<file path="config.mk">
export PLATFORM = sky130hd
export DESIGN_NAME = flag_clear_unit
export DESIGN_NICKNAME = d
export VERILOG_FILES = /design/src/core/flag_clear_pkg.sv /design/src/core/op_decode_if.sv /design/src/core/op_decoder.sv /design/src/core/axil_slave.sv /design/src/core/flag_clear_unit.sv
export VERILOG_INCLUDE_DIRS = /design/src /design/src/core
export SDC_FILE = /design/constraint.sdc
export NUM_CORES = 1
export LEC_CHECK = 0
export BUFFER_PORTS_ARGS = -buffer_cell sky130_fd_sc_hd__buf_2
export CAP_MARGIN = 40
export CORE_MARGIN = 8
export CORE_UTILIZATION = 60
export DETAILED_ROUTE_END_ITERATION = 8
export MAX_ROUTING_LAYER = met4
export PLACE_DENSITY = 0.81
export SLEW_MARGIN = 5
export SYNTH_ARGS = -nofsm -noshare
export SYNTH_HDL_FRONTEND = slang
export SYNTH_HIERARCHICAL = 1
export SYNTH_SLANG_ARGS = --single-unit
</file>
<file path="constraint.sdc">
create_clock -name clk -period 5 [get_ports clk]
set_input_delay 0.5 -clock clk [delete_from_list [all_inputs] [get_ports clk]]
set_output_delay 0.5 -clock clk [all_outputs]
set_load 0.02 [all_outputs]
</file>
<file path="src/core/flag_clear_cfg.svh">
// constants for the flag clear unit: opcodes, flag positions, counts
`ifndef FLAG_CLEAR_CFG_SVH
`define FLAG_CLEAR_CFG_SVH

// ----------------------------------------------------------------------
// opcodes
// ----------------------------------------------------------------------
`define OP_CARRY_CLEAR 8'hf8
`define OP_DIR_CLEAR 8'hfc
`define OP_INT_DISABLE 8'hfa
`define OP_INT_ENABLE 8'hfb
`define OP_DIR_SET 8'hfd
`define OP_CARRY_SET 8'hf9
`define OP_CARRY_CMPL 8'hf5
`define OP_INT_RETURN 8'hcf
`define OP_SOFT_INT 8'hcd
`define OP_RCL_BYTE 8'hd0
`define OP_STRING_STEP 8'ha4

// ----------------------------------------------------------------------
// status word bit positions and reset value
// ----------------------------------------------------------------------
`define FLAG_CARRY_BIT 0
`define FLAG_INT_BIT 9
`define FLAG_DIR_BIT 10
`define FLAGS_RESET 16'h0002

// ----------------------------------------------------------------------
// timing
// ----------------------------------------------------------------------
`define FLAG_OP_CYCLES 2
`define OTHER_OP_CYCLES 2

// ----------------------------------------------------------------------
// axi4-lite register map (byte addresses)
// ----------------------------------------------------------------------
`define REG_CMD 8'h00
`define REG_STATUS 8'h04
`define REG_FLAGS 8'h08
`define REG_SRC_IDX 8'h0c
`define REG_DST_IDX 8'h10
`define REG_OPERAND 8'h14
`define REG_INT_REQ 8'h18
`define REG_VECTOR 8'h1c
`define REG_RESTORE 8'h20

`endif

</file>
<file path="src/core/flag_clear_pkg.sv">
// types shared by the flag clear unit files
package flag_clear_pkg;
  typedef enum logic [1:0] {
    ex_idle,
    ex_busy,
    ex_done
  } exec_state_t;

  typedef enum logic [1:0] {
    vec_none,
    vec_maskable,
    vec_soft,
    vec_nmi
  } vector_kind_t;
endpackage

</file>
<file path="src/core/op_decode_if.sv">
// interface carrying a decoded instruction between modules
`timescale 1ns/1ps
interface op_decode_if;
  logic [7:0] opcode;
  logic carry_clr;
  logic carry_set;
  logic carry_cmpl;
  logic dir_clr;
  logic dir_set;
  logic int_dis;
  logic int_en;
  logic int_ret;
  logic soft_int;
  logic rot_carry;
  logic string_op;
  logic known;
  modport src (input opcode, output carry_clr, carry_set, carry_cmpl,
    dir_clr, dir_set, int_dis, int_en, int_ret, soft_int, rot_carry,
    string_op, known);
  modport dst (output opcode, input carry_clr, carry_set, carry_cmpl,
    dir_clr, dir_set, int_dis, int_en, int_ret, soft_int, rot_carry,
    string_op, known);
endinterface

</file>
<file path="src/core/op_decoder.sv">
// single-byte opcode decoder
`timescale 1ns/1ps
`include "flag_clear_cfg.svh"
module op_decoder
  import flag_clear_pkg::*;
(
  op_decode_if.src dec
);
  // ----------------------------------------------------------------------
  // decode
  // ----------------------------------------------------------------------
  // one strobe per recognised opcode, except string_op, which a4 and a5 share
  always_comb begin
    // [RQ13] carry clear decode
    dec.carry_clr = (dec.opcode == `OP_CARRY_CLEAR);
    dec.carry_set = (dec.opcode == `OP_CARRY_SET);
    dec.carry_cmpl = (dec.opcode == `OP_CARRY_CMPL);
    // [RQ3] direction clear decode
    dec.dir_clr = (dec.opcode == `OP_DIR_CLEAR);
    dec.dir_set = (dec.opcode == `OP_DIR_SET);
    // [RQ7] interrupt disable decode
    dec.int_dis = (dec.opcode == `OP_INT_DISABLE);
    dec.int_en = (dec.opcode == `OP_INT_ENABLE);
    dec.int_ret = (dec.opcode == `OP_INT_RETURN);
    dec.soft_int = (dec.opcode == `OP_SOFT_INT);
    dec.rot_carry = (dec.opcode == `OP_RCL_BYTE);
    dec.string_op = (dec.opcode[7:1] == 7'(`OP_STRING_STEP >> 1));
    dec.known = dec.carry_clr | dec.carry_set | dec.carry_cmpl |
      dec.dir_clr | dec.dir_set | dec.int_dis | dec.int_en |
      dec.int_ret | dec.soft_int | dec.rot_carry | dec.string_op;
  end
endmodule // op_decoder

</file>
<file path="src/core/axil_slave.sv">
// axi4-lite register slave front end, one write and one read at a time
`timescale 1ns/1ps
`include "flag_clear_cfg.svh"
module axil_slave
  import flag_clear_pkg::*;
(
  input wire logic clk,
  input wire logic srst,
  input wire logic [7:0] s_axil_awaddr,
  input wire logic s_axil_awvalid,
  output logic s_axil_awready,
  input wire logic [31:0] s_axil_wdata,
  input wire logic [3:0] s_axil_wstrb,
  input wire logic s_axil_wvalid,
  output logic s_axil_wready,
  output logic [1:0] s_axil_bresp,
  output logic s_axil_bvalid,
  input wire logic s_axil_bready,
  input wire logic [7:0] s_axil_araddr,
  input wire logic s_axil_arvalid,
  output logic s_axil_arready,
  output logic [31:0] s_axil_rdata,
  output logic [1:0] s_axil_rresp,
  output logic s_axil_rvalid,
  input wire logic s_axil_rready,
  output logic wr_en,
  output logic [7:0] wr_addr,
  output logic [31:0] wr_data,
  output logic [3:0] wr_strb,
  input wire logic wr_err,
  output logic [7:0] rd_addr,
  input wire logic [31:0] rd_data,
  input wire logic rd_err
);
  typedef struct packed {
    logic aw_got;
    logic w_got;
    logic [7:0] awaddr;
    logic [31:0] wdata;
    logic [3:0] wstrb;
    logic bvalid;
    logic [1:0] bresp;
    logic rvalid;
    logic [31:0] rdata;
    logic [1:0] rresp;
  } bus_state_t;

  bus_state_t st_r;
  bus_state_t st_nxt;

  // ----------------------------------------------------------------------
  // handshakes
  // ----------------------------------------------------------------------
  assign s_axil_awready = !st_r.aw_got && !st_r.bvalid;
  assign s_axil_wready = !st_r.w_got && !st_r.bvalid;
  assign s_axil_arready = !st_r.rvalid;
  assign s_axil_bvalid = st_r.bvalid;
  assign s_axil_bresp = st_r.bresp;
  assign s_axil_rvalid = st_r.rvalid;
  assign s_axil_rdata = st_r.rdata;
  assign s_axil_rresp = st_r.rresp;
  assign wr_addr = st_r.awaddr;
  assign wr_data = st_r.wdata;
  assign wr_strb = st_r.wstrb;
  assign wr_en = st_r.aw_got && st_r.w_got && !st_r.bvalid;
  assign rd_addr = s_axil_araddr;

  // next bus state
  always_comb begin
    st_nxt = st_r;
    if (s_axil_awvalid && s_axil_awready) begin
      st_nxt.aw_got = 1'b1;
      st_nxt.awaddr = s_axil_awaddr;
    end
    if (s_axil_wvalid && s_axil_wready) begin
      st_nxt.w_got = 1'b1;
      st_nxt.wdata = s_axil_wdata;
      st_nxt.wstrb = s_axil_wstrb;
    end
    if (wr_en) begin
      st_nxt.aw_got = 1'b0;
      st_nxt.w_got = 1'b0;
      st_nxt.bvalid = 1'b1;
      st_nxt.bresp = wr_err ? 2'h2 : 2'h0; // slverr on unmapped
    end
    if (st_r.bvalid && s_axil_bready) begin
      st_nxt.bvalid = 1'b0;
    end
    if (s_axil_arvalid && s_axil_arready) begin
      st_nxt.rvalid = 1'b1;
      st_nxt.rdata = rd_data;
      st_nxt.rresp = rd_err ? 2'h2 : 2'h0;
    end else if (st_r.rvalid && s_axil_rready) begin
      st_nxt.rvalid = 1'b0;
    end
  end

  // register the bus state
  always_ff @(posedge clk) begin
    if (srst) begin
      st_r <= '0;
    end else begin
      st_r <= st_nxt;
    end
  end
endmodule // axil_slave

</file>
<file path="src/core/flag_clear_unit.sv">
// flag clear instruction unit: flags, string stepping, interrupt gating
//
// Overview of operation
// [RQ1] carry-clear forces carry to zero so rotates shift in zero
// [RQ2] carry holds through instructions not defined to touch it
// [RQ3] opcode fc clears direction in two cycles on both bus widths
// [RQ4] direction zero makes string ops increment their index registers
// [RQ5] every string op advances its indexes, repeated or not
// [RQ6] step one for bytes, two for words, sign from direction
// [RQ7] opcode fa clears interrupt-enable in two cycles
// [RQ8] no maskable request accepted while interrupt-enable is clear
// [RQ9] software, trap and nonmaskable interrupts ignore interrupt-enable; the unit has only software and nonmaskable sources, no trap
// [RQ10] software interrupt vectors even with interrupt-enable clear
// [RQ11] interrupt return restores the whole flags word from the stack copy
// [RQ12] maskable requests wait one instruction after interrupt-enable
// [RQ13] opcode f8 clears carry in two cycles
// [RQ14] each clear touches only its own flag
`timescale 1ns/1ps
`include "flag_clear_cfg.svh"
module flag_clear_unit
  import flag_clear_pkg::*;
#(
  parameter int unsigned OP_CYCLES = `FLAG_OP_CYCLES,
  parameter int unsigned IDX_W = 16
) (
  input wire logic clk,
  input wire logic srst,
  input wire logic [7:0] s_axil_awaddr,
  input wire logic s_axil_awvalid,
  output logic s_axil_awready,
  input wire logic [31:0] s_axil_wdata,
  input wire logic [3:0] s_axil_wstrb,
  input wire logic s_axil_wvalid,
  output logic s_axil_wready,
  output logic [1:0] s_axil_bresp,
  output logic s_axil_bvalid,
  input wire logic s_axil_bready,
  input wire logic [7:0] s_axil_araddr,
  input wire logic s_axil_arvalid,
  output logic s_axil_arready,
  output logic [31:0] s_axil_rdata,
  output logic [1:0] s_axil_rresp,
  output logic s_axil_rvalid,
  input wire logic s_axil_rready,
  input wire logic maskable_req,
  input wire logic nmi_req,
  output logic [15:0] flags_out,
  output logic vector_taken,
  output logic [1:0] vector_kind
);
  localparam int unsigned CNT_W = $clog2(OP_CYCLES + 1);

  typedef struct packed {
    exec_state_t state;
    logic [7:0] opcode;
    logic word_op;
    logic [CNT_W-1:0] cnt;
    logic [15:0] flags;
    logic [IDX_W-1:0] src_idx;
    logic [IDX_W-1:0] dst_idx;
    logic [7:0] operand;
    logic [15:0] restore;
    logic int_shadow;
    logic nmi_pend;
    logic taken;
    vector_kind_t kind;
    logic [31:0] retired;
  } core_state_t;

  core_state_t st_r;
  core_state_t st_nxt;

  logic wr_en;
  logic [7:0] wr_addr;
  logic [31:0] wr_data;
  logic [3:0] wr_strb;
  logic wr_err;
  logic [7:0] rd_addr;
  logic [31:0] rd_data;
  logic rd_err;
  logic [IDX_W-1:0] step;
  logic op_done;
  logic int_window;

  op_decode_if dec ();

  // ----------------------------------------------------------------------
  // submodules
  // ----------------------------------------------------------------------
  assign dec.opcode = st_r.opcode;

  op_decoder u_dec (
    .dec (dec)
  );

  axil_slave u_bus (
    .clk (clk),
    .srst (srst),
    .s_axil_awaddr (s_axil_awaddr),
    .s_axil_awvalid (s_axil_awvalid),
    .s_axil_awready (s_axil_awready),
    .s_axil_wdata (s_axil_wdata),
    .s_axil_wstrb (s_axil_wstrb),
    .s_axil_wvalid (s_axil_wvalid),
    .s_axil_wready (s_axil_wready),
    .s_axil_bresp (s_axil_bresp),
    .s_axil_bvalid (s_axil_bvalid),
    .s_axil_bready (s_axil_bready),
    .s_axil_araddr (s_axil_araddr),
    .s_axil_arvalid (s_axil_arvalid),
    .s_axil_arready (s_axil_arready),
    .s_axil_rdata (s_axil_rdata),
    .s_axil_rresp (s_axil_rresp),
    .s_axil_rvalid (s_axil_rvalid),
    .s_axil_rready (s_axil_rready),
    .wr_en (wr_en),
    .wr_addr (wr_addr),
    .wr_data (wr_data),
    .wr_strb (wr_strb),
    .wr_err (wr_err),
    .rd_addr (rd_addr),
    .rd_data (rd_data),
    .rd_err (rd_err)
  );

  // ----------------------------------------------------------------------
  // register decode
  // ----------------------------------------------------------------------
  // unmapped addresses answer slverr
  always_comb begin
    unique case (wr_addr)
      `REG_CMD, `REG_FLAGS, `REG_SRC_IDX, `REG_DST_IDX, `REG_OPERAND,
      `REG_RESTORE: wr_err = 1'b0;
      default: wr_err = 1'b1;
    endcase
    rd_err = 1'b0;
    unique case (rd_addr)
      `REG_CMD: rd_data = {23'h0, st_r.word_op, st_r.opcode};
      `REG_STATUS: rd_data = {28'h0, st_r.int_shadow, st_r.kind,
        st_r.state != ex_idle};
      `REG_FLAGS: rd_data = {16'h0, st_r.flags};
      `REG_SRC_IDX: rd_data = 32'(st_r.src_idx);
      `REG_DST_IDX: rd_data = 32'(st_r.dst_idx);
      `REG_OPERAND: rd_data = {24'h0, st_r.operand};
      `REG_VECTOR: rd_data = st_r.retired;
      `REG_RESTORE: rd_data = {16'h0, st_r.restore};
      default: begin
        rd_data = 32'h0;
        rd_err = 1'b1;
      end
    endcase
  end

  // [RQ6] step size and sign
  assign step = st_r.word_op ? IDX_W'(2) : IDX_W'(1);
  assign op_done = (st_r.state == ex_busy) &&
    (st_r.cnt == CNT_W'(OP_CYCLES - 1));
  // [RQ8] maskable gated by enable and shadow
  assign int_window = st_r.flags[`FLAG_INT_BIT] && !st_r.int_shadow;

  // ----------------------------------------------------------------------
  // execution
  // ----------------------------------------------------------------------
  always_comb begin
    st_nxt = st_r;
    st_nxt.taken = 1'b0;
    // [RQ9] nonmaskable latched regardless
    if (nmi_req) begin
      st_nxt.nmi_pend = 1'b1;
    end
    unique case (st_r.state)
      ex_idle: begin
        if (wr_en && !wr_err && wr_addr == `REG_CMD && wr_strb[0]) begin
          st_nxt.opcode = wr_data[7:0];
          st_nxt.word_op = wr_data[8];
          st_nxt.cnt = '0;
          st_nxt.state = ex_busy;
        end else if (wr_en && !wr_err) begin
          unique case (wr_addr)
            `REG_FLAGS: st_nxt.flags = wr_data[15:0];
            `REG_SRC_IDX: st_nxt.src_idx = wr_data[IDX_W-1:0];
            `REG_DST_IDX: st_nxt.dst_idx = wr_data[IDX_W-1:0];
            `REG_OPERAND: st_nxt.operand = wr_data[7:0];
            `REG_RESTORE: st_nxt.restore = wr_data[15:0];
            default: st_nxt.opcode = st_r.opcode;
          endcase
        end
      end
      ex_busy: begin
        st_nxt.cnt = st_r.cnt + CNT_W'(1);
        if (op_done) begin
          st_nxt.state = ex_done;
          st_nxt.retired = st_r.retired + 32'h1;
          // [RQ12] shadow lasts one instruction
          st_nxt.int_shadow = dec.int_en;
          // [RQ14] only the target flag moves; [RQ2] carry otherwise held
          if (dec.carry_clr) begin
            // [RQ1] carry forced to zero
            st_nxt.flags[`FLAG_CARRY_BIT] = 1'b0;
          end
          if (dec.carry_set) begin
            st_nxt.flags[`FLAG_CARRY_BIT] = 1'b1;
          end
          if (dec.carry_cmpl) begin
            st_nxt.flags[`FLAG_CARRY_BIT] = !st_r.flags[`FLAG_CARRY_BIT];
          end
          if (dec.dir_clr) begin
            // [RQ4] direction cleared to zero
            st_nxt.flags[`FLAG_DIR_BIT] = 1'b0;
          end
          if (dec.dir_set) begin
            st_nxt.flags[`FLAG_DIR_BIT] = 1'b1;
          end
          if (dec.int_dis) begin
            // [RQ7] interrupt enable cleared
            st_nxt.flags[`FLAG_INT_BIT] = 1'b0;
          end
          if (dec.int_en) begin
            st_nxt.flags[`FLAG_INT_BIT] = 1'b1;
          end
          if (dec.int_ret) begin
            // [RQ11] whole flags word reloaded
            st_nxt.flags = st_r.restore;
          end
          if (dec.rot_carry) begin
            // rotate left through carry, carry enters bit 0
            st_nxt.operand = {st_r.operand[6:0],
              st_r.flags[`FLAG_CARRY_BIT]};
            st_nxt.flags[`FLAG_CARRY_BIT] = st_r.operand[7];
          end
          if (dec.string_op) begin
            // [RQ5] advance both indexes every element
            if (st_r.flags[`FLAG_DIR_BIT]) begin
              st_nxt.src_idx = st_r.src_idx - step;
              st_nxt.dst_idx = st_r.dst_idx - step;
            end else begin
              st_nxt.src_idx = st_r.src_idx + step;
              st_nxt.dst_idx = st_r.dst_idx + step;
            end
          end
        end
      end
      ex_done: begin
        st_nxt.state = ex_idle;
        // [RQ10] software interrupt ignores enable
        if (dec.soft_int) begin
          st_nxt.taken = 1'b1;
          st_nxt.kind = vec_soft;
        end else if (st_r.nmi_pend || nmi_req) begin
          st_nxt.taken = 1'b1;
          st_nxt.kind = vec_nmi;
          st_nxt.nmi_pend = 1'b0;
        end else if (maskable_req && int_window) begin
          st_nxt.taken = 1'b1;
          st_nxt.kind = vec_maskable;
        end else begin
          st_nxt.kind = vec_none;
        end
        // stack copy only when a vector is really taken
        if (dec.soft_int || st_r.nmi_pend || nmi_req ||
            (maskable_req && int_window)) begin
          st_nxt.restore = st_r.flags; // stacked copy on entry
        end
      end
      default: st_nxt.state = ex_idle;
    endcase
  end

  // register the core state
  always_ff @(posedge clk) begin
    if (srst) begin
      st_r <= '0;
      st_r.flags <= `FLAGS_RESET;
    end else begin
      st_r <= st_nxt;
    end
  end

  // outputs from flip-flops
  assign flags_out = st_r.flags;
  assign vector_taken = st_r.taken;
  assign vector_kind = st_r.kind;
endmodule // flag_clear_unit

</file>
Word-level counts from Yosys, hierarchy flattened
Index checks and enable logic that the tools add are counted.

Bits in registers: 187. Logic and storage cells: 166. Input bits: 61. Latch bits: 0. Memories: 0. Memory bits (writable): 0. Output and inout port bits: 60. Bits in read-only memories: 0.

$mul: 0. Equality and inequality tests: 42. $lt $le $gt $ge: 0. Divide/modulo/power cells: 0. Reductions and logical operators: 49. Muxes and demuxes: 41. Shift operators: 0. Add/subtract/negate cells: 6. Bitwise operators: 1.

Operators by type and width (count): $pmux 32 s8 (1); $mux 72 (2); $pmux 58 s2 (1); $mux 16 (6); $eq 8x8->1 const B (10); $mux 32 (2); $mux 56 (1); $reduce_and 6->1 (7); $eq 8x5->1 const B (5); $add 16x2->16 (2); $add 32x1->32 const B (1); $eq 8x4->1 const B (4); $pmux 16 s2 (1); $sub 16x2->16 (2); $eq 8x6->1 const B (2); $logic_not 8->1 (2); $mux 8 (2); $ne 2x2->1 const B (8); $logic_and 1x1->1 (15); $mux 1 (15); $mux 2 (6); $ne 2x1->1 const B (5); $eq 8x3->1 const B (1); $ne 4x4->1 const B (2); other kinds (18) (36).

Logic depth before layout (Yosys ltp)
Gate-level depths: netlist of run 1.

Depth in word-level cells: 8. Gate-level depth with buffers: 10. Mapped depth without buffers: 10.

By module
Netlist of run 1, hierarchy kept.

By module, submodules not included: flag_clear_unit (sequential area each 2442.3 µm², area each 8162.8 µm², cells an instance 1034, times used 1); axil_slave (sequential area each 1641.6 µm², area each 3573.4 µm², cells an instance 451, times used 1); op_decoder (sequential area each 0.0 µm², area each 242.7 µm², cells an instance 37, times used 1).

Worst setup path before layout of run 1
OpenSTA, ideal clock, no wires.

Path type: register to register. Start: register st_r (netlist bit flags_out[10]). End: register st_r[71] (netlist bit). Cell stages (with the launch flop): 11. Setup time: 0.138 ns. Setup slack: 2.001 ns. Data arrival time: 2.861 ns. Data required time: 4.862 ns. Buffers on the path: 1. Period minus slack after synthesis: 2.999 ns. Path through: dfxtp_1 > buf_6 > nand2b_1 > xnor2_1 > ha_1 > a211oi_1 > a21oi_1 > a311o_1 > a31o_2 > a221oi_1 > a211oi_1.

Cells in the longest elaborated chain, start to end: 4.

RTL lines: from (decl) (line flag_clear_unit.sv:70) `core_state_t st_r;`; from (signal assigned) (line flag_clear_unit.sv:275) `st_r <= st_nxt;`; $mux 32 (line flag_clear_unit.sv:233) `` if (st_r.flags[`FLAG_DIR_BIT]) begin ``; $mux 32 (line flag_clear_unit.sv:231) `if (dec.string_op) begin`; $mux 56 (line flag_clear_unit.sv:191) `if (op_done) begin`; $pmux 58 s2 (line flag_clear_unit.sv:171) `unique case (st_r.state)`.

Every way passes these cells. The select of a mux whose other input is x is not followed. A chain may end at the register's enable or synchronous reset.

Final worst setup path of run 1
Start: register st_r (netlist bit flags_out[10]). End: register st_r[73] (netlist bit).

Same word-level chain as after synthesis.

==> results of run 1 <==
final cells by class:
class	instances	area, um2	share of cell area [%]
Multi-Input combinational cell	1031	6280	54.2
Timing Repair Buffer	112	631	5.44
Clock buffer	17	425	3.67
Inverter	23	86.3	0.745
Sequential cell	185	3700	31.9
Tap cell	234	293	2.53
Clock inverter	15	176	1.52
flip-flops by register name (all words and copies together), names as in the netlist:
signal,cells
dec.opcode,8
flags_out,16
st_r,95
u_bus/s_axil_bresp,1
u_bus/s_axil_bvalid,1
u_bus/s_axil_rdata,32
u_bus/s_axil_rresp,1
u_bus/s_axil_rvalid,1
u_bus/st_r,2
u_bus/wr_addr,8
u_bus/wr_data,16
u_bus/wr_strb,1
vector_kind,2
vector_taken,1
metal layers:
metal  routed length, um  share of wire (%)
met1               12800                 43
met2               13800                 46
met3                2730                9.1
met4                 725                2.4
met5                   0                  0
power by group through the flow:
stage / combinational, mW / sequential, mW / clock (mW)
finish: 0.184 / 1.52 / 1.36
global route: 0.202 / 1.52 / 1.43
CTS: 0.182 / 1.52 / 1.37
detailed placement: 0.181 / 1.55 / 0
global placement: 0.175 / 1.55 / 0
floorplan: 0.170 / 1.54 / 0
placed cells by master (no fill, tap or decap), types with 5 or more instances in the layout:
cell	count
a211oi_2	5
nand3b_1	5
buf_2	98
a21oi_2	5
nor2b_1	5
a22oi_1	16
and3b_1	5
nand3_1	27
a21o_1	7
and3_1	16
a211oi_1	34
or3_1	12
o21a_1	8
nor3_1	23
xor2_1	15
nand2b_1	13
mux2i_1	49
and4_1	5
nor2_1	126
a21oi_1	150
o21ai_0	63
nand2_1	217
dfxtp_1	185
inv_1	22
buf_4	10
xnor2_1	27
clkbuf_16	17
ha_1	32
o211ai_1	5
a221oi_1	5
and2_1	32
clkinv_8	6
a311oi_1	14
nand4_1	17
a31oi_1	13
a221o_1	7
final timing paths:
check,endpoint,slack (ns),cells after the start
worst max register to register,st_r[73],1.97,10
worst max-delay path,st_r[73],1.97,10
worst min-delay path,u_bus/wr_data[15],0.29,3
worst min register to register,u_bus/s_axil_rdata[25],0.45,2
tightest hold or removal path, stage by stage:
cell	delay [ns]
buf_2	0.09
nand2_1	0.04
a21oi_1	0.05
==> results.toml, run 1 <==
[clock_network]
hold_buffers = 0
cts_root_buf = "clkbuf_16"
cts_tree = "done"
cts_buffers = 17
cts_setup_buffers = 0
clock_latency_ns = 0.44
ctsResizeCount = 0
htreeDepth = 4
clk_pin_slew_ns = 0.07
cts_sinks = 185
cts.path.max_buffers = 2

[floorplanning]
initial_utilization_pct = 60.5
die_height_um = 152
core_area_um2 = 18500
ios = 121
dieArea_um2 = 23200
fp-row-count = 50
die_w_um = 152

[route]
drt_iter0_markers = 1119
wl_mm = 30.1
firstDrtPassIters = 5
routed_wire_length_per_instance_um = 18.6
vias = 10100
avgViaCountPerCell = 6.24
ant_nets = 0
drc = 0

[global_route]
grt_util_met1_pct = 32.9
grt_pass1_vias = 9418
use_met3_pct = 5.90
grt_first_pass_wirelength_mm = 48.5
grt-ovfl-total = 0
grt-busiest-layer = "met2"
grt_usage_pct = 26.0
antenna_found_initial = 0
grt_max_degree = 69
use_met2_pct = 40.7

[power]
ir_drop_mv = 0.260
power_density_nw_per_um2 = 264
intPower_mw = 2.23
power_mw = 3.06
leakagePower_nw = 4.50
seqPwrFrac_pct = 49.7
swShare_pct = 27.2
p_comb_share_pct = 6.0
net-switching-power_mw = 0.832
p_clk_share_pct = 44.3

[synthesis]
yosysWarnings = 6
postSynthCellCount = 1418
synth.avg_cell_area_um2 = 7.87
synth_area_um2 = 11200

[placement]
port_buffers = 99
dp_slack_ns = 1.96
dpl_cell_area_um2 = 11000
gp_congestion = 0.964
hpwlAfterDp_mm = 21.3
place_inst = 1585

[outcome]
status = "complete, no violations"

[timing]
finalCritPeriodShare_pct = 60.6
relSlewSlack_pct = 39.0
finalHoldViolCount = 0
final_max_slew_viol_count = 0
fmax_mhz = 330
fin_crit_ns = 3.03
hold_ws_ns = 0.291
setup_viol = 0
skew_ns = 0.0134
worst_pin_slew_ns = 0.914
setup_tns_ns = 0
rsz0062_at_grt = "no"
timing.final.ws_setup_ns = 1.97

[worst_setup_path]
endpoint_kind = "flop"
cpMostUsedCell = "a21oi_1"
cp_slowest_stage_delay_ns = 0.48
cp.required_ns = 5.32
cp_num_buf_inv = 1
timing.rr.start = "flags_out[10]"
crit_path_start = "flags_out[10]"
crit_path_max_fanout = 20
path_delay_family = "compound AO/OA/AOI/OAI gates"
crit_slowest_cell = "a311o_1"
cp-start-kind = "flop"
worstPathArrival_ns = 3.35
crit_type = "reg -> reg"
crit_path_cell_trace = "buf_4 > nand2b_1 > xnor2_1 > ha_1 > a211oi_1 > a21oi_1 > a311o_1 > a311oi_1 > mux2i_1 > a21oi_1"

[final_layout]
area_growth_pct = 3.84
num_antenna_cells = 0
fillers = 1584
finalNetCount = 1463
fin_area_um2 = 11600
drive_above_1_share_pct = 13.6
fin_cells = 1617
final_core_util_pct = 62.8

[worst_hold_path]
min-delay-start = "s_axil_wdata[15]"
hold_path_class = "in -> reg"

[run]
drv_cap = 0
(Power assumes the default switching activity.)
==> run 2: changes to the inputs <==
--- a/config.mk
+++ b/config.mk
@@ -9,10 +9,10 @@
 export BUFFER_PORTS_ARGS = -buffer_cell sky130_fd_sc_hd__buf_2
 export CAP_MARGIN = 40
 export CORE_MARGIN = 8
-export CORE_UTILIZATION = 60
+export CORE_UTILIZATION = 54
 export DETAILED_ROUTE_END_ITERATION = 8
 export MAX_ROUTING_LAYER = met4
-export PLACE_DENSITY = 0.81
+export PLACE_DENSITY = 0.77
 export SLEW_MARGIN = 5
 export SYNTH_ARGS = -nofsm -noshare
 export SYNTH_HDL_FRONTEND = slang
==> constraint.sdc (replaced) <==
create_clock -name clk -period 2.5 [get_ports clk]
set_input_delay 0.25 -clock clk [delete_from_list [all_inputs] [get_ports clk]]
set_output_delay 0.25 -clock clk [all_outputs]
set_load 0.02 [all_outputs]
==> results.toml, run 2 (synthesized netlist as in run 1, its figures left out) <==
[final_layout]
fin_area_um2 = 12100
final_core_util_pct = 59.9
area_growth_pct = 8.51
fillers = 1803
final_common_cell = "nand2_1"
regMostFlops = "st_r"
final_cell_mix = "217 x nand2_1, 184 x dfxtp_1, 149 x a21oi_1, 126 x nor2_1, 98 x buf_2"
num_antenna_cells = 0
largest_register_ffs = 95
multi_input_area_um2 = 6300
finalNetCount = 1513
drive_above_1_share_pct = 17.0
ff_latch_area_um2 = 3710
fin_cells = 1703

[worst_setup_path]
crit_path_cell_trace = "nand2b_4 > xnor2_1 > ha_1 > a211oi_2 > a21oi_2 > a311o_2 > a31o_2 > a221oi_1 > a211oi_1"
reg2reg_depth = 9
cp_slowest_stage_delay_ns = 0.46
cp_num_buf_inv = 0
crit_type = "reg -> reg"
ff2ff_setup_slack_ns = 0.09
crit_path_max_fanout = 12
crit_slowest_cell = "dfxtp_4"
worstReg2RegEnd = "st_r[71]"
path_delay_family = "compound AO/OA/AOI/OAI gates"
timing.rr.start = "flags_out[10]"
endpoint_kind = "flop"
cp-start-kind = "flop"
path_depth = 9
worstPathArrival_ns = 2.72
cp.required_ns = 2.80
cp-endpoint = "st_r[71]"
crit_path_start = "flags_out[10]"

[timing]
finalCritPeriodShare_pct = 96.5
relSlewSlack_pct = 45.3
setup_viol = 0
worst_pin_slew_ns = 0.820
finalHoldViolCount = 0
fmax_mhz = 415
final_max_slew_viol_count = 0
skew_ns = 0.0133
setup_tns_ns = 0
fin_crit_ns = 2.41
hold_ws_ns = 0.0372
timing.final.ws_setup_ns = 0.0884

[global_route]
grt_max_degree = 164
grt-ovfl-total = 0
use_met3_pct = 5.99
grt_util_met1_pct = 31.0
grt_first_pass_wirelength_mm = 50.0
grt_pass1_vias = 9494
grt_usage_pct = 24.5
grt-busiest-layer = "met2"
use_met2_pct = 38.5
antenna_found_initial = 0

[power]
power_mw = 6.32
intPower_mw = 4.65
leakagePower_nw = 4.79
power_density_nw_per_um2 = 522
seqPwrFrac_pct = 48.1
ir_drop_mv = 0.470
swShare_pct = 26.4
p_clk_share_pct = 45.9
net-switching-power_mw = 1.67
p_comb_share_pct = 6.0

[clock_network]
cts_root_buf = "clkbuf_16"
htreeDepth = 4
cts_setup_buffers = 0
cts_tree = "done"
cts.path.max_buffers = 2
clk_pin_slew_ns = 0.08
hold_buffers = 0
clock_latency_ns = 0.45
cts_buffers = 17
cts_sinks = 185

[floorplanning]
core_area_um2 = 20200
fp-row-count = 52
die_w_um = 160
dieArea_um2 = 25500
ios = 121
die_height_um = 160
initial_utilization_pct = 55.2

[worst_hold_path]
hold_path_class = "in -> reg"

[placement]
place_inst = 1671
hpwlAfterDp_mm = 22.3
dp_slack_ns = -0.0131
port_buffers = 99
gp_congestion = 0.994
dpl_cell_area_um2 = 11500

[route]
wl_mm = 31.4
avgViaCountPerCell = 6.00
drc = 0
routed_wire_length_per_instance_um = 18.4
firstDrtPassIters = 5
vias = 10200
drt_iter0_markers = 1004
ant_nets = 0

[outcome]
status = "complete, no violations"

[run]
drv_cap = 0
==> run 2: cell types whose count changed in the layout (fill, tap and decap cells not counted), moves of 2 or more <==
cell / delta
buf_8: -2
bufinv_16: +2
buf_12: +5
clkinv_8: -4
buf_4: +47
inv_8: +3
==> run 2: final cells by class <==
cell class / instances / area share (%)
clock buffers: 17 / 3.51
inverters: 23 / 0.713
multi-input cells: 1031 / 52.0
clock inverters: 15 / 1.65
flip-flops and latches: 185 / 30.6
repair buffers: 162 / 8.70
well taps: 270 / 2.79
==> run 2: tightest hold or removal path, delay by kind of cell <==
family | cells | cell delay (ns)
buf+inv | 1 | 0.09
compound gates | 1 | 0.05
simple gates | 1 | 0.04
==> run 2: per-layer routing <==
layer,vias up,part of all wire (%)
met5,-,0
met2,462,46
met4,0,1.7
li1,4926,-
met1,4787,43
met3,48,9.0
==> run 2: worst min-delay path by stage <==
stage                            from                     end  slack, ns  depth (start not counted)
4_1_cts               s_axil_wdata[8]        u_bus/wr_data[8]       0.03                          3
3_3_place_gp   u_bus/s_axil_rdata[25]  u_bus/s_axil_rdata[25]       0.44                          2
6_report              s_axil_wdata[8]        u_bus/wr_data[8]       0.04                          3
3_5_place_dp   u_bus/s_axil_rdata[23]  u_bus/s_axil_rdata[23]       0.44                          2
5_1_grt              s_axil_wdata[11]       u_bus/wr_data[11]       0.03                          3
2_1_floorplan        s_axil_awaddr[0]        u_bus/wr_addr[0]       0.39                          2
==> run 2: power groups by stage <==
stage          clock [mW]  sequential [mW]  combinational (mW)
3_5_place_dp            0             3.11               0.375
4_1_cts              2.93             3.04               0.376
6_report             2.90             3.04               0.380
2_1_floorplan           0             3.07               0.340
3_3_place_gp            0             3.10               0.369
5_1_grt              3.05             3.04               0.416
==> run 2: what timing repair did <==
| item | in CTS | in global routing |
|---|---|---|
| endpoints found under the setup margin | 2 | 5 |
| resized for setup | 0 | 7 |
| endpoints found under the hold margin | 0 | 0 |
| pin swaps | 1 | 2 |
